[config.mk]
export PLATFORM = sky130hd
export DESIGN_NAME = eip_top
export DESIGN_NICKNAME = d
export VERILOG_FILES = /design/src/core/eip_pkg.sv /design/src/core/eip_arbiter.sv /design/src/core/eip_top.sv
export VERILOG_INCLUDE_DIRS = /design/src /design/src/core
export SDC_FILE = /design/constraint.sdc
export NUM_CORES = 1
export LEC_CHECK = 0
export ABC_AREA = 1
export BUFFER_PORTS_ARGS = -buffer_cell sky130_fd_sc_hd__buf_4
export CAP_MARGIN = 20
export CORE_ASPECT_RATIO = 1.4
export CORE_MARGIN = 4
export CORE_UTILIZATION = 55
export DETAILED_ROUTE_END_ITERATION = 8
export HOLD_SLACK_MARGIN = 0.08
export MAX_ROUTING_LAYER = met4
export PLACE_DENSITY_LB_ADDON = 0.08
export SLEW_MARGIN = 20
export SYNTH_ARGS = -nofsm -noshare
export SYNTH_HDL_FRONTEND = slang
export SYNTH_HIERARCHICAL = 1
export SYNTH_SLANG_ARGS = --single-unit
[constraint.sdc]
create_clock -name ref_clk_i -period 4.35 [get_ports ref_clk_i]
set_clock_uncertainty 0.15 [all_clocks]
set_input_delay 0.87 -clock ref_clk_i [delete_from_list [all_inputs] [get_ports ref_clk_i]]
set_output_delay 0.87 -clock ref_clk_i [all_outputs]
set_load 0.01 [all_outputs]
[src/core/eip_params.svh]
`ifndef EIP_PARAMS_SVH
`define EIP_PARAMS_SVH
`define EIP_PRIO_ADDR 8'hF6
`define EIP_ENABLE_ADDR 8'hE6
`define EIP_PRIO_RESET 8'h00
`define EIP_ENABLE_RESET 8'h00
`define EIP_BIT_TIMER3 3'd7
`define EIP_BIT_CMP1 3'd6
`define EIP_BIT_CMP0 3'd5
`define EIP_BIT_PCA 3'd4
`define EIP_BIT_CONV 3'd3
`define EIP_BIT_WIN 3'd2
`define EIP_BIT_USB 3'd1
`define EIP_BIT_TWI 3'd0
`endif

[src/core/eip_pkg.sv]
package eip_pkg;
   typedef logic [7:0] eip_byte_t;
   typedef enum logic [2:0] {
      EIP_IDLE = 3'b001,
      EIP_LOW = 3'b010,
      EIP_HIGH = 3'b100
   } eip_level_e;
endpackage : eip_pkg

[src/core/eip_arbiter.sv]
`timescale 1ns/1ps
// Picks the lowest-index pending source within each level
module eip_arbiter (
   input wire logic [7:0] req_i,
   input wire logic [7:0] enable_i,
   input wire logic [7:0] prio_i,
   output logic hi_any_o,
   output logic lo_any_o,
   output logic [2:0] hi_idx_o,
   output logic [2:0] lo_idx_o
);
   function automatic logic [2:0] first_set(input logic [7:0] v);
      logic [2:0] r;
      r = 3'h0;
      for (int i = 7; i >= 0; i--) begin
         if (v[i]) begin
            r = 3'(i);
         end
      end
      return r;
   endfunction : first_set

   wire [7:0] live = req_i & enable_i;
   wire [7:0] hi_set = live & prio_i;
   wire [7:0] lo_set = live & ~prio_i;
   assign hi_any_o = |hi_set;
   assign lo_any_o = |lo_set;
   assign hi_idx_o = first_set(hi_set);
   assign lo_idx_o = first_set(lo_set);
endmodule : eip_arbiter

[src/core/eip_top.sv]
`timescale 1ns/1ps
`include "eip_params.svh"
module eip_top (
   input wire logic ref_clk_i,
   input wire logic srst_i,
   input wire logic clk_en_i,
   input wire logic [7:0] sfr_addr_i,
   input wire logic sfr_wr_i,
   input wire logic [7:0] sfr_wdata_i,
   output eip_pkg::eip_byte_t sfr_rdata_o,
   input wire logic [7:0] src_req_i,
   input wire logic svc_done_i,
   output logic irq_valid_o,
   output logic [2:0] irq_idx_o,
   output logic irq_high_o,
   output eip_pkg::eip_byte_t src_high_o,
   output eip_pkg::eip_level_e level_o
);
   import eip_pkg::*;

   eip_byte_t prio_q;
   eip_byte_t enable_q;
   eip_byte_t rdata_q;
   eip_level_e level_q;
   eip_level_e level_d;
   logic valid_q;
   logic [2:0] idx_q;
   logic high_q;
   logic hi_any;
   logic lo_any;
   logic [2:0] hi_idx;
   logic [2:0] lo_idx;

   function automatic logic addr_hit(input logic [7:0] addr, input logic [7:0] reg_addr);
      return addr == reg_addr;
   endfunction : addr_hit

   wire sel_prio = addr_hit(sfr_addr_i, `EIP_PRIO_ADDR);
   wire sel_enable = addr_hit(sfr_addr_i, `EIP_ENABLE_ADDR);
   wire wr_prio = sfr_wr_i && sel_prio;
   wire wr_enable = sfr_wr_i && sel_enable;
   wire [7:0] rdata_d = sel_prio ? prio_q : (sel_enable ? enable_q : 8'h00);

   // Per-source level: set bit is high, clear bit is low
   wire [7:0] src_high_d = {prio_q[`EIP_BIT_TIMER3],
                            prio_q[`EIP_BIT_CMP1],
                            prio_q[`EIP_BIT_CMP0],
                            prio_q[`EIP_BIT_PCA],
                            prio_q[`EIP_BIT_CONV],
                            prio_q[`EIP_BIT_WIN],
                            prio_q[`EIP_BIT_USB],
                            prio_q[`EIP_BIT_TWI]};

   eip_arbiter u_arb (
      .req_i(src_req_i),
      .enable_i(enable_q),
      .prio_i(prio_q),
      .hi_any_o(hi_any),
      .lo_any_o(lo_any),
      .hi_idx_o(hi_idx),
      .lo_idx_o(lo_idx)
   );

   // Grant: high preempts idle or low; low only from idle
   wire take_high = hi_any && (level_q != EIP_HIGH);
   wire take_low = lo_any && !hi_any && (level_q == EIP_IDLE);
   wire grant = take_high || take_low;

   always_comb begin
      level_d = level_q;
      case (level_q)
         EIP_IDLE: begin
            if (take_high) begin
               level_d = EIP_HIGH;
            end else if (take_low) begin
               level_d = EIP_LOW;
            end
         end
         EIP_LOW: begin
            if (take_high) begin
               level_d = EIP_HIGH;
            end else if (svc_done_i) begin
               level_d = EIP_IDLE;
            end
         end
         EIP_HIGH: begin
            if (svc_done_i) begin
               level_d = EIP_IDLE;
            end
         end
         default: level_d = EIP_IDLE;
      endcase
   end

   always_ff @(posedge ref_clk_i) begin
      if (srst_i) begin
         prio_q <= `EIP_PRIO_RESET;
         enable_q <= `EIP_ENABLE_RESET;
      end else if (clk_en_i) begin
         if (wr_prio) begin
            prio_q <= sfr_wdata_i;
         end
         if (wr_enable) begin
            enable_q <= sfr_wdata_i;
         end
      end
   end

   always_ff @(posedge ref_clk_i) begin
      if (srst_i) begin
         rdata_q <= 8'h00;
         src_high_o <= 8'h00;
      end else if (clk_en_i) begin
         rdata_q <= rdata_d;
         src_high_o <= src_high_d;
      end
   end

   always_ff @(posedge ref_clk_i) begin
      if (srst_i) begin
         level_q <= EIP_IDLE;
         valid_q <= 1'b0;
         idx_q <= 3'h0;
         high_q <= 1'b0;
      end else if (clk_en_i) begin
         level_q <= level_d;
         valid_q <= grant;
         if (grant) begin
            idx_q <= take_high ? hi_idx : lo_idx;
            high_q <= take_high;
         end
      end
   end

   assign sfr_rdata_o = rdata_q;
   assign irq_valid_o = valid_q;
   assign irq_idx_o = idx_q;
   assign irq_high_o = high_q;
   assign level_o = level_q;

   // Nested high service never granted
   no_high_nest_a: assert property (@(posedge ref_clk_i) disable iff (srst_i)
      (level_q == EIP_HIGH && clk_en_i && !svc_done_i) |=> (level_q == EIP_HIGH && !valid_q))
      else $error("high service was preempted");
   high_preempt_a: assert property (@(posedge ref_clk_i) disable iff (srst_i)
      (level_q == EIP_LOW && hi_any && clk_en_i) |=> (level_q == EIP_HIGH && valid_q && high_q))
      else $error("high request did not preempt low service");
   masked_src_a: assert property (@(posedge ref_clk_i) disable iff (srst_i)
      (grant && clk_en_i) |=> enable_q[idx_q] || $past(wr_enable))
      else $error("masked source granted");
   grant_level_a: assert property (@(posedge ref_clk_i) disable iff (srst_i)
      (grant && clk_en_i && !wr_prio) |=> (high_q == prio_q[idx_q]))
      else $error("granted level does not match priority bit");
   prio_write_a: assert property (@(posedge ref_clk_i) disable iff (srst_i)
      (wr_prio && clk_en_i) |=> (prio_q == $past(sfr_wdata_i))
      ##1 (!$past(clk_en_i) || src_high_o == $past(prio_q)))
      else $error("priority write not reflected");
   src_map_a: assert property (@(posedge ref_clk_i) disable iff (srst_i)
      (clk_en_i) |=> (src_high_o[`EIP_BIT_PCA] == $past(prio_q[`EIP_BIT_PCA])
                     && src_high_o[`EIP_BIT_TIMER3] == $past(prio_q[`EIP_BIT_TIMER3])))
      else $error("source level map wrong");
   conv_map_a: assert property (@(posedge ref_clk_i) disable iff (srst_i)
      (clk_en_i) |=> (src_high_o[`EIP_BIT_CONV] == $past(prio_q[`EIP_BIT_CONV])
                     && src_high_o[`EIP_BIT_WIN] == $past(prio_q[`EIP_BIT_WIN])))
      else $error("converter level map wrong");
   serial_map_a: assert property (@(posedge ref_clk_i) disable iff (srst_i)
      (clk_en_i) |=> (src_high_o[`EIP_BIT_USB] == $past(prio_q[`EIP_BIT_USB])
                     && src_high_o[`EIP_BIT_TWI] == $past(prio_q[`EIP_BIT_TWI])))
      else $error("serial level map wrong");

   // Register write, hold and readback
   prio_hold_a: assert property (@(posedge ref_clk_i) disable iff (srst_i)
      !(wr_prio && clk_en_i) |=> $stable(prio_q))
      else $error("priority register changed without a write");
   enable_write_a: assert property (@(posedge ref_clk_i) disable iff (srst_i)
      (wr_enable && clk_en_i) |=> (enable_q == $past(sfr_wdata_i)))
      else $error("enable write not taken");
   enable_hold_a: assert property (@(posedge ref_clk_i) disable iff (srst_i)
      !(wr_enable && clk_en_i) |=> $stable(enable_q))
      else $error("enable register changed without a write");
   prio_read_a: assert property (@(posedge ref_clk_i) disable iff (srst_i)
      (sel_prio && clk_en_i) |=> (sfr_rdata_o == $past(prio_q)))
      else $error("priority readback wrong");
   enable_read_a: assert property (@(posedge ref_clk_i) disable iff (srst_i)
      (sel_enable && clk_en_i) |=> (sfr_rdata_o == $past(enable_q)))
      else $error("enable readback wrong");

   // Service level moves
   idle_low_a: assert property (@(posedge ref_clk_i) disable iff (srst_i)
      (level_q == EIP_IDLE && lo_any && !hi_any && clk_en_i)
      |=> (level_q == EIP_LOW && valid_q && !high_q))
      else $error("idle low request not granted");
   high_grant_a: assert property (@(posedge ref_clk_i) disable iff (srst_i)
      (level_q != EIP_HIGH && hi_any && clk_en_i)
      |=> (level_q == EIP_HIGH && valid_q && high_q))
      else $error("high request not granted");
   low_no_nest_a: assert property (@(posedge ref_clk_i) disable iff (srst_i)
      (level_q == EIP_LOW && !hi_any && !svc_done_i && clk_en_i)
      |=> (level_q == EIP_LOW && !valid_q))
      else $error("low service was preempted by low");
   high_return_a: assert property (@(posedge ref_clk_i) disable iff (srst_i)
      (level_q == EIP_HIGH && svc_done_i && clk_en_i)
      |=> (level_q == EIP_IDLE && !valid_q))
      else $error("high service did not return to idle");
   masked_none_a: assert property (@(posedge ref_clk_i) disable iff (srst_i)
      (clk_en_i && (src_req_i & enable_q) == 8'h00) |=> !valid_q)
      else $error("grant without an enabled request");
   state_freeze_a: assert property (@(posedge ref_clk_i) disable iff (srst_i)
      !clk_en_i |=> ($stable(level_q) && $stable(valid_q) && $stable(src_high_o)))
      else $error("state moved while clock enable low");
   src_level_a: assert property (@(posedge ref_clk_i) disable iff (srst_i)
      valid_q |-> (high_q == src_high_o[idx_q]))
      else $error("grant level differs from source level");
   valid_level_a: assert property (@(posedge ref_clk_i) disable iff (srst_i)
      valid_q |-> (level_q != EIP_IDLE))
      else $error("grant shown while idle");
endmodule : eip_top

==> Word-level counts from Yosys, hierarchy flattened <==
Cells that the tools add are included.
{ "op_classes": {"bitwise_logic": 4, "n_lt_le_gt_ge": 0, "n_eq_ne": 7, "div_mod_pow": 0, "mul": 0, "muxes": 24, "n_reduce_logical": 13, "add_sub_neg": 0, "n_shift": 0} }
{ "op_table": {"columns": ["operator", "n"], "rows": [
  ["2-to-1 mux 3 bit", 21],
  ["AND 8 bit", 3],
  ["== test 8 bit (second input constant)", 2],
  ["2-to-1 mux 8 bit", 2],
  ["OR reduction 8 bit", 2],
  ["case mux 3 bit (3 select lines)", 1],
  ["inverter 8 bit", 1],
  ["AND reduction 2 bit", 4],
  ["inequality test 3 bit (second input constant)", 2],
  ["logical AND 1 bit", 5],
  ["== test 3 x 1 -> 1 bit (second input constant)", 1],
  ["== test 3 x 2 -> 1 bit (second input constant)", 1],
  ["== test 3 bit (second input constant)", 1],
  ["zero test 1 bit", 1],
  ["logical OR 1 bit", 1]
]} }
{ "word_totals": {"memories": 0, "latch_bits": 0, "word_cells": 56, "mem_bits_ro": 0, "inputBits": 29, "mem_bits_rw": 0, "regBits": 40, "output_inout_bits": 24} }

==> Depth between registers and ports, before layout <==
Gate-level depths: netlist of the first run.
{ "depth": {"word_depth": 11, "ltp_mapped": 12, "ltp_nobuf": 12} }

==> By module <==
The synthesis of the first run kept the hierarchy.
{ "modules_own_cells": {"columns": ["module", "seq_area_each_um2", "instances", "cells_each", "area_each_um2"], "rows": [
  ["eip_top", 800.8, 1, 285, 1858.0],
  ["eip_arbiter", 0.0, 1, 59, 264.0]
]} }

==> Worst setup path before layout of the first run <==
OpenSTA, ideal clock, no wires.
{ "synth_timing": {"kind": "in2reg", "startpoint": "input src_req_i[7]", "endpoint": "register level_q[1], in the netlist level_o[1]", "path_slack_ps": 2271, "arrival_ps": 1813, "stages": 10, "setup_time_ps": 116, "required_ps": 4084, "n_path_buf": 0, "cell_sequence": "nand2_1 > o21ai_0 > nor2_1 > nand3_1 > inv_1 > nand4_1 > nand2_1 > inv_1 > o21ai_0 > nor2_1"} }
{ "synth_between": {"elab_cells_between_ends": 14, "cone_classes": "1 x eq/ne; 3 x mux; 3 x bitwise; 7 x reduce/logical"} }
{ "synth_rtl": {"columns": ["item", "line", "source"], "rows": [
  ["from (decl)", "eip_top.sv:11", "input wire logic [7:0] src_req_i,"],
  ["AND 8 bit", "eip_arbiter.sv:23", "wire [7:0] live = req_i & enable_i;"],
  ["AND 8 bit", "eip_arbiter.sv:25", "wire [7:0] lo_set = live & ~prio_i;"],
  ["OR reduction 8 bit", "eip_arbiter.sv:27", "assign lo_any_o = |lo_set;"],
  ["named net lo_any", "eip_top.sv:30", "logic lo_any;"],
  ["logical AND 1 bit (2 in series)", "eip_top.sv:66", "wire take_low = lo_any && !hi_any && (level_q == EIP_IDLE);"],
  ["inequality test 3 bit (no source line)", null, null],
  ["AND reduction 2 bit (no source line)", null, null],
  ["to (signal assigned)", "eip_top.sv:126", "level_q <= level_d;"],
  ["to (decl)", "eip_top.sv:24", "eip_level_e level_q;"]
]} }
The timed path passes the listed nets, and every way through them passes these cells.
A chain may end at the register's enable or synchronous reset.

==> Worst setup path in the final report of the first run <==
{ "layout_timing": {"startpoint": "input src_req_i[7]", "endpoint": "register level_q[2], in the netlist level_o[2]"} }
{ "layout_between": {"elab_chain_len": 8, "elab_cells_between_ends": 14, "cone_classes": "1 x eq/ne; 3 x mux; 3 x bitwise; 7 x reduce/logical"} }
{ "layout_rtl": {"columns": ["item", "line", "source"], "rows": [
  ["AND 8 bit *", "eip_arbiter.sv:23", null],
  ["AND 8 bit *", "eip_arbiter.sv:24", "wire [7:0] hi_set = live & prio_i;"],
  ["OR reduction 8 bit *", "eip_arbiter.sv:26", "assign hi_any_o = |hi_set;"],
  ["named net hi_any", "eip_top.sv:29", "logic hi_any;"],
  ["zero test 1 bit", "eip_top.sv:66", null],
  ["logical AND 1 bit (2 in series)", "eip_top.sv:66", null],
  ["inequality test 3 bit (no source line)", null, null],
  ["AND reduction 2 bit (no source line)", null, null]
]} }
Mark *: on every way through the listed nets, which the timed path passes. The rest lies on a longest branch.

==> results of run 1 <==
-- worst max-delay path, stage by stage --
cell and delay, ns:
buf_4 0.08, nand2_1 0.09, o21ai_0 0.23, nor2_1 0.10, nand2_1 0.09, inv_1 0.08, a21oi_1 0.36, nand2_1 0.10
nand2_1 0.08, nand2_1 0.06, a21oi_1 0.12
-- registers in the layout, indices dropped and copies added, names as in the netlist --
signal and flops:
irq_valid_o 1, level_o 3, enable_q 8, irq_high_o 1, sfr_rdata_o 8, prio_q 8, irq_idx_o 3, src_high_o 8
-- logic make-up after synthesis --
kind of cell / share of synthesized area (%)
AND/OR/NAND/NOR: 43.6
buffers and inverters: 11.1
flip-flops: 37.7
AO/OA/AOI/OAI: 7.55
-- power by group through the flow --
stage / sequential, W / clock (W) / combinational, W
after CTS: 0.000384 / 0.000320 / 0.0000968
after global placement: 0.000392 / 0 / 0.0000949
after global routing: 0.000385 / 0.000337 / 0.000107
final: 0.000384 / 0.000315 / 0.0000965
after floorplan: 0.000396 / 0 / 0.0000435
after detailed placement: 0.000393 / 0 / 0.0000961
-- metrics by stage --
stage | power [W] | cells | utilization (%) | hold WS [ns]
final | 0.000795 | 435 | 71.2 | 0.350
after floorplan | 0.000439 | 344 | - | 0.319
after global routing | 0.000829 | 435 | 71.2 | 0.405
after global placement | 0.000487 | 427 | 68.0 | 0.321
after detailed placement | 0.000489 | 427 | 68.0 | 0.338
after CTS | 0.000801 | 435 | 71.2 | 0.351
-- metal layers --
| layer | track usage, % | up-vias | share of wire [%] |
|---|---|---|---|
| met5 | - | - | 0 |
| met4 | 9.54 | 0 | 2.8 |
| met3 | 4.09 | 14 | 4.7 |
| met2 | 45.9 | 58 | 55 |
| met1 | 26.1 | 1012 | 38 |
| li1 | - | 1164 | - |
-- area by class of cell --
class	count	area share [%]
clock buffers	5	2.63
clock inverters	3	1.77
inverters	46	6.60
multi-input cells	247	41.5
flip-flops and latches	40	30.6
well taps	42	2.01
repair buffers	52	14.9
-- final timing paths --
| kind | start | endpoint | depth (start not counted) | slack (ns) |
|---|---|---|---|---|
| setup / recovery | src_req_i[7] | level_o[2]$_SDFFE_PP0P_ | 11 | 2.17 |
| hold / removal | irq_high_o$_SDFFE_PP0P_ | irq_high_o$_SDFFE_PP0P_ | 2 | 0.35 |
| setup reg to reg | enable_q[7]$_SDFFE_PP0P_ | level_o[2]$_SDFFE_PP0P_ | 10 | 2.40 |
| hold reg to reg | irq_high_o$_SDFFE_PP0P_ | irq_high_o$_SDFFE_PP0P_ | 2 | 0.35 |
-- Yosys cell counts --
library cell | instances | area [um^2]
nor3_4 | 1 | 16.3
buf_2 | 3 | 15.0
nor2_2 | 2 | 12.5
nor4_2 | 1 | 12.5
inv_1 | 46 | 173
nand3_1 | 39 | 195
buf_6 | 2 | 22.5
nor3_1 | 1 | 5.00
a31oi_1 | 1 | 6.26
a21oi_1 | 14 | 70.1
nand4_1 | 1 | 6.26
nor2_1 | 72 | 270
nand2_1 | 95 | 357
dfxtp_1 | 40 | 801
a21oi_2 | 1 | 8.76
nand3b_1 | 2 | 15.0
buf_4 | 1 | 7.51
nand3_4 | 2 | 35.0
clkbuf_1 | 3 | 11.3
o21ai_0 | 15 | 75.1
buf_1 | 2 | 7.51
==> metrics.txt, run 1 <==
leading cell type in the layout, fill and taps excluded=nand2_1; register area share after synthesis=37.7%; hold_buf cts=0; # H-tree levels=2; static leakage=1.41 nW; fmax=458 MHz; multi-input logic area=0.00108 mm^2; Setup WS pre-CTS=1.88 ns; Max Cap Viol=0; Worst setup SP type=primary input; Layout Area Growth over Synthesis=23.3%; Crit path required time=4.43 ns; post-cts sizing count=0; highest-count cells in the layout ignoring fill and taps=nand2_1, nor2_1, buf_4, inv_1, dfxtp_1; Clock power frac=39.6%; Gate power share=12.1%; CTS root buffer=clkbuf_8; TritonCTS clock tree=yes; CP endpoint kind=register; Ys Warns=6; CTS sink cnt=40; DR WL/cell=12.8 um; Placeable Area=0.00368 mm^2; post-synthesis net count=373; switching power=0.000204 W; CTS max path bufs=2; Port-buffer cells=52; initial antenna violation count=0; fill cell count=366; drt drc=0; Worst-Margin Slew=0.879 ns; largest net degree at the start of global routing=39; postcts setup bufs=0; final worst-path cycle share=50.2%; FF/Latch Area=801 um^2; synth unique cells=21; die height=81.5 um; Placement Cell Area=0.00250 mm^2; dpl hpwl=4150 um; Rows=26; total congestion overflow=0; Post-Route WL=5580 um; crit path DAT=2.26 ns; Die X=60.5 um; Final Slew Violations=0; Mapped Area=0.00212 mm^2; Syn Area/Cell=6.17 um^2; Pre-Repair DR Iteration Count=4; VDD IR-drop max=0.271 mV; Vias per Instance=5.17; clock latency on the worst-skew pair=0.29 ns; GRT Overall Usage=25.0%; total number of vias=2,248; Routability Congestion=0.911; RSZ-0062 raised after global routing=no; Detail Route Antenna Nets=0; Die ar.=0.00493 mm^2; initial DRC count=102; Fin. Hold Viols=0; Worst Setup Slack, final=2.17 ns; Seq cells post-synth=40; HP Class=reg2reg; CP Max Fanout=5; Sw Ratio=25.7%; cells after synthesis=344; CTS clk-pin slew, worst paths=0.09 ns; Max transition margin=41.4%; Pwr Density=304 mW/mm^2; Setup TNS=0 ns; Initial Utilization=57.7%; status=finished, final reports clean; number of CTS-inserted buffers=5; final setup fails=0; Seq pwr share=48.3%; internal power=0.000591 W; fin area=0.00262 mm^2; vias in the first global route=2,112; Ports=53; worst setup path category=in2reg; proportion of layout cells with a drive suffix above 1=17.0%; minimum clock period=2.18 ns; Nets=421; Ant. Diodes=0; first-pass GRT wire length=8980 um
Power figures use the tool's default switching activity.
==> run 2: changes to the inputs <==
Settings changed: CORE_UTILIZATION 55 to 53.
Clock period 4.35 ns to 2.1 ns, I/O delays scaled along.
==> run 2 against run 1 <==
  * First-iteration DRC count is 51% higher
  * Die area is 3.3% higher
  * Highest routed layer unchanged
  * Utilization is 0.57 points lower
  * Critical path type is now reg2reg
==> metrics.txt, run 2 (synthesized netlist as in run 1, its figures left out) <==
hold depth=3 (+1); initial DRC count=154 (+51%); TritonCTS clock tree=yes; fmax=538 MHz; Die ar.=0.00509 mm^2 (+3.3%); HP Class=in2reg; CP endpoint=level_o[1]$_SDFFE_PP0P_; Final Slew Violations=0 (unchanged); non-filler cells, final=440 (+1.1%); VDD IR-drop max=0.628 mV (+130%); final worst-path cycle share=88.5%; proportion of layout cells with a drive suffix above 1=18.1% (+1.0 points); RSZ-0062 raised after global routing=no; Ports=53 (unchanged); Layout Area Growth over Synthesis=24.5%; hold_buf cts=0 (unchanged); Ant. Diodes=0 (unchanged); first-pass GRT wire length=9200 um (+2.5%); Worst setup SP type=register; Die X=61.5 um (+1.6%); worst setup path category=reg2reg; GRT Overall Usage=23.5% (-1.5 points); CTS max path bufs=2 (unchanged); Crit path required time=2.13 ns (-2.30 ns); Max transition margin=73.4% (+32 points); Nets=426 (+1.2%); Port-buffer cells=52 (unchanged); clock latency on the worst-skew pair=0.29 ns (about the same); Vias per Instance=5.04 (-2.5%); multi-input logic area=0.00108 mm^2 (unchanged); Setup TNS=0 ns (unchanged); number of CTS-inserted buffers=5 (unchanged); postcts setup bufs=0 (unchanged); worst reg2reg path depth=10 (unchanged); largest net degree at the start of global routing=25 (-36%); static leakage=1.43 nW (+1.4%); leading cell type in the layout, fill and taps excluded=nand2_1; Routability Congestion=0.904 (-0.70%); CTS root buffer=clkbuf_8; total number of vias=2,216 (-1.4%); die height=82.9 um (+1.7%); Detail Route Antenna Nets=0 (unchanged); Pre-Repair DR Iteration Count=4 (unchanged); Fin. Hold Viols=0 (unchanged); dpl hpwl=4240 um (+2.1%); Inst Count DP=432 (+1.2%); fill cell count=356 (-2.7%); Rows=26 (unchanged); CP endpoint kind=register; Worst Setup SP=prio_q[4]$_SDFFE_PP0P_; CTS sink cnt=40 (unchanged); # H-tree levels=2 (unchanged); vias in the first global route=2,093 (-0.90%); crit path DAT=1.89 ns (-0.37 ns); Worst-Margin Slew=0.399 ns (-0.480 ns); RR Endpoint=level_o[1]$_SDFFE_PP0P_; post-cts sizing count=0 (unchanged); initial antenna violation count=0 (unchanged); Max Cap Viol=0 (unchanged); FF/Latch Area=801 um^2 (unchanged); minimum clock period=1.86 ns; final setup fails=0 (unchanged); Initial Utilization=56.7% (-1.0 points); drt drc=0 (unchanged); Pwr Density=572 mW/mm^2 (+88%); CP Max Fanout=4 (-1); highest-count cells in the layout ignoring fill and taps=nand2_1, nor2_1, buf_4, inv_1, dfxtp_1; total congestion overflow=0 (unchanged); Placeable Area=0.00374 mm^2 (+1.8%); CTS clk-pin slew, worst paths=0.09 ns (about the same); post-layout util=70.6% (-0.57 points); reg-to-reg startpoint=prio_q[4]$_SDFFE_PP0P_; DR WL/cell=12.3 um (-4.0%); status=finished, final reports clean; R2R setup slack=0.24 ns (-2.16 ns); Post-Route WL=5420 um (-2.9%)
==> run 2: changes by cell type in the layout (fill, tap and decap cells not counted), sizes merged <==
cell,delta
buf,+5
bufinv,-1
clkinv,+1
==> run 2: layout make-up <==
class                      instances  area share [%]
timing repair buffer              57            16.7
tap                               42            1.99
sequential                        40            30.3
clock inverter                     3           0.805
inverter                          46            6.54
clock buffer                       5            2.61
multi-input combinational        247            41.1
==> run 2: worst max-delay path, stage by stage, from the launching register on <==
cell	delay (ns)
dfxtp_1	0.43
nand3b_1	0.18
nand2_1	0.06
nor2_1	0.19
nand3_1	0.15
inv_1	0.08
nand4_1	0.09
nand2_1	0.13
inv_1	0.08
o21ai_0	0.15
nor2_1	0.05
==> run 2: how the worst min path moves through the flow <==
stage,endpoint,slack [ns],start
6_report,prio_q[6]$_SDFFE_PP0P_,0.22,sfr_wdata_i[6]
5_1_grt,enable_q[5]$_SDFFE_PP0P_,0.23,sfr_wdata_i[5]
4_1_cts,prio_q[0]$_SDFFE_PP0P_,0.22,sfr_wdata_i[0]
3_5_place_dp,irq_high_o$_SDFFE_PP0P_,0.34,irq_high_o$_SDFFE_PP0P_
3_3_place_gp,irq_high_o$_SDFFE_PP0P_,0.32,irq_high_o$_SDFFE_PP0P_
2_1_floorplan,src_high_o[4]$_SDFFE_PP0P_,0.32,prio_q[4]$_SDFFE_PP0P_
==> run 2: metal layers <==
layer	routed length [um]	up-vias	part of all wire, %	track usage [%]
met5	0	-	0	-
met4	136	0	2.5	7.53
met3	206	12	3.8	3.11
met2	2930	50	54	41.2
met1	2150	985	40	26.2
li1	-	1169	-	-
==> run 2: report_power, final <==
part | total [W] | switching (W) | internal (W) | leakage, nW
registers | 0.000796 | 0.0000165 | 0.000779 | 0.325
clock network | 0.000512 | 0.000276 | 0.000236 | 0.0445
logic | 0.000202 | 0.000108 | 0.0000939 | 1.06
total | 0.00151 | 0.000401 | 0.00111 | 1.43
==> run 2: metrics by stage <==
stage	instance area, um^2	power [W]	setup WS (ns)	hold slack, ns
after CTS	2640	0.00152	0.265	0.216
after global routing	2640	0.00158	0.0103	0.227
final	2640	0.00151	0.241	0.216
after global placement	2550	0.00102	0.180	0.316
after detailed placement	2550	0.00102	0.167	0.336
after floorplan	2120	0.000910	0.471	0.319
==> run 3: changes to the inputs <==
Settings changed: BUFFER_PORTS_ARGS -buffer_cell sky130_fd_sc_hd__buf_4 to -buffer_cell sky130_fd_sc_hd__clkbuf_2, CORE_UTILIZATION 53 to 52, SYNTH_HIERARCHICAL 1 to not set.
==> run 3 against run 2 <==
  * Register-to-register slack better by 0.34 ns
  * Power is 14% higher
  * Via count shrank 11%
  * Sequential cell count is the same
  * Non-clock buffer count shrank 3
  * Synthesized cell count fell by 20%
  * Count of clock-buffer cells in the layout increased by 2
  * Utilization down 5.6 points
  * First-iteration DRC count decreased by 50%
  * Maximum frequency grew 23%
  * Critical path depth rose by 1
  * Critical endpoint is now level_o[2]$_SDFFE_PP0P_
  * Largest cell class unchanged
==> metrics.txt, run 3 <==
total congestion overflow=0 (unchanged); Pwr Density=722 mW/mm^2 (+26%); crit path cell chain=inv_1 > nand3_1 > nand2_1 > nor2_1 > nand2_1 > clkinv_1 > nand3_2 > nand2_2 > nand2_1 > nand2_1 > nor2_1; Gate power share=21.0% (+7.6 points); Clock power frac=30.6% (-3.3 points); CP Max Fanout=4 (unchanged); die height=81.4 um (-1.7%); register area share after synthesis=40.0% (+2.2 points); Ant. Diodes=0 (unchanged); fin area=0.00239 mm^2 (-9.6%); Max Cap Viol=0 (unchanged); Initial Utilization=54.5% (-2.2 points); top cells by count, synth=nand2_1, dfxtp_1, inv_1; hold depth=2 (-1); DR WL/cell=13.2 um (+7.0%); fill cell count=373 (+4.8%); Seq pwr share=48.4% (-4.3 points); highest-count cells in the layout ignoring fill and taps=clkbuf_2, nand2_1, dfxtp_1, inv_1, o21ai_0; Sw Ratio=29.9% (+3.4 points); Final Slew Violations=0 (unchanged); EDFF count, synth=0 (unchanged); status=finished, final reports clean; Rows=26 (unchanged); clock latency on the worst-skew pair=0.28 ns (about the same); Vias per Instance=5.32 (+5.7%); GRT Overall Usage=23.0% (-0.46 points); Die X=60.5 um (-1.7%); crit-path max cell delay=0.34 ns (-0.09 ns); Seq cells post-synth=40 (unchanged); Max transition margin=71.8% (-1.6 points); Layout Area Growth over Synthesis=19.2%; # H-tree levels=2 (unchanged); worst reg2reg path depth=11 (+1); drt drc=0 (unchanged); largest net degree at the start of global routing=31 (+24%); Worst-Margin Slew=0.423 ns (+0.0238 ns); Routability Congestion=0.874 (-3.4%); Top delay family on crit path=simple AND/OR/NAND/NOR gates; first-pass GRT wire length=8330 um (-9.4%); minimum clock period=1.52 ns (-0.341 ns); multi-input logic area=1000 um^2 (-7.8%); Syn Area/Cell=7.31 um^2 (+19%); Ports=53 (unchanged); Placement Cell Area=0.00229 mm^2 (-10%); dpl hpwl=3870 um (-8.7%); hold_buf cts=0 (unchanged); leading cell type in the layout, fill and taps excluded=clkbuf_2; static leakage=1.12 nW (-21%); CTS root buffer=clkbuf_8; critical path depth=11 (+1); cells after synthesis=274 (-20%); synth top area cells=dfxtp_1, o21ai_0, nand2_1; vias in the first global route=1,905 (-9.0%); top-area cell type share of the netlist area=40.0% (+2.2 points); slowest library cell on the worst path=dfxtp_1; Detail Route Antenna Nets=0 (unchanged); VDD IR-drop max=0.657 mV (+4.6%); HP Class=in2reg; post-synthesis net count=303 (-19%); Setup TNS=0 ns (unchanged); initial DRC count=77 (-50%); final worst-path cycle share=72.3% (-16 points); Placeable Area=0.00368 mm^2 (-1.7%); Crit path required time=2.13 ns (about the same); RSZ-0062 raised after global routing=no; worst setup path category=reg2reg; most frequent CP cell=nand2_1; Mapped Area=0.00200 mm^2 (-5.6%); Port-buffer cells=52 (unchanged); total number of vias=1,964 (-11%); initial antenna violation count=0 (unchanged); Power Total=0.00172 W (+14%); CTS sink cnt=40 (unchanged); crit path DAT=1.55 ns (-0.34 ns); Worst setup SP type=register; Ys Warns=0 (-6); Post-synth ARST share=0% (unchanged); Buf/Inv on CP=2 (unchanged); switching power=0.000517 W (+29%); Die ar.=0.00492 mm^2 (-3.4%); Synth area leader=dfxtp_1; post-cts sizing count=0 (unchanged); Pre-Repair DR Iteration Count=4 (unchanged); FF/Latch Area=801 um^2 (unchanged); fmax=659 MHz (+23%); top_reg_cell synth=dfxtp_1; top-count cell post-synth=nand2_1; final setup fails=0 (unchanged); Fin. Hold Viols=0 (unchanged); Post-Route WL=4870 um (-10%); CP endpoint kind=register; synth unique cells=26 (+24%); TritonCTS clock tree=yes; internal power=0.00121 W (+9.0%); postcts setup bufs=0 (unchanged); CTS clk-pin slew, worst paths=0.08 ns (about the same); proportion of layout cells with a drive suffix above 1=26.9% (+8.8 points); number of CTS-inserted buffers=5 (unchanged); worst hold slack=0.213 ns (-0.00390 ns); post-layout util=65.0% (-5.6 points); Nets=355 (-17%); CTS max path bufs=2 (unchanged)
[run 3: changes by cell type after synthesis, moves of 9 or more]
cell	previous run	this run
nand2_1	95	41
nor2_1	72	21
nand3_1	39	19
o21ai_0	15	32
a21oi_1	14	29
nand3_2	0	10
inv_1	46	37
[run 3: metal layers]
metal  vias to the layer above  part of all wire [%]  GRT usage [%]
li1                       1017                     -              -
met1                       892                    40           25.4
met2                        46                    55           41.1
met3                         9                   3.6           3.62
met4                         0                   1.9           8.03
met5                         -                     0              -
[run 3: cells by family (layout without fill, tap and decap cells)]
family	count (synthesis)	after routing	synth area share, %
AOI/OAI and AO/OA	77	77	20.9
and+or+nand+nor	107	107	29.0
buffers and inverters	50	103	10.1
DFF	40	40	40.0
[run 3: area by class of cell]
class	count	share of cell area, %
clock buffers	7	3.61
inverters	41	6.44
well taps	42	2.20
multi-input cells	184	41.9
flip-flops and latches	40	33.5
clock inverters	1	0.314
repair buffers	54	12.0
[run 3: path summary, 6_finish.rpt]
check | startpoint | end | slack (ns)
worst min-delay path | srst_i | src_high_o[7]$_SDFFE_PP0P_ | 0.21
worst max-delay path | prio_q[1]$_SDFFE_PP0P_ | level_o[2]$_SDFFE_PP0P_ | 0.58
worst min register to register | src_high_o[7]$_SDFFE_PP0P_ | src_high_o[7]$_SDFFE_PP0P_ | 0.32
worst max register to register | prio_q[1]$_SDFFE_PP0P_ | level_o[2]$_SDFFE_PP0P_ | 0.58
[run 3: worst reg2reg max path, stage by stage, from the launching register on]
cell and delay [ns]:
dfxtp_1 0.34, inv_1 0.09, nand3_1 0.09, nand2_1 0.09, nor2_1 0.15, nand2_1 0.11
clkinv_1 0.07, nand3_2 0.09, nand2_2 0.10, nand2_1 0.05, nand2_1 0.05, nor2_1 0.04
[run 3: power by group through the flow]
stage / Clock [W] / Sequential [W] / Combinational [W]
2_1_floorplan: 0 / 0.000864 / 0.000233
3_3_place_gp: 0 / 0.000853 / 0.000360
3_5_place_dp: 0 / 0.000855 / 0.000363
4_1_cts: 0.000544 / 0.000837 / 0.000365
5_1_grt: 0.000581 / 0.000840 / 0.000413
6_report: 0.000529 / 0.000834 / 0.000362
[run 3: stage by stage]
step	cells	setup slack (ns)
after CTS	369	0.573
after floorplan	274	0.637
after global routing	369	0.349
after detailed placement	361	0.362
final	369	0.583
after global placement	361	0.384
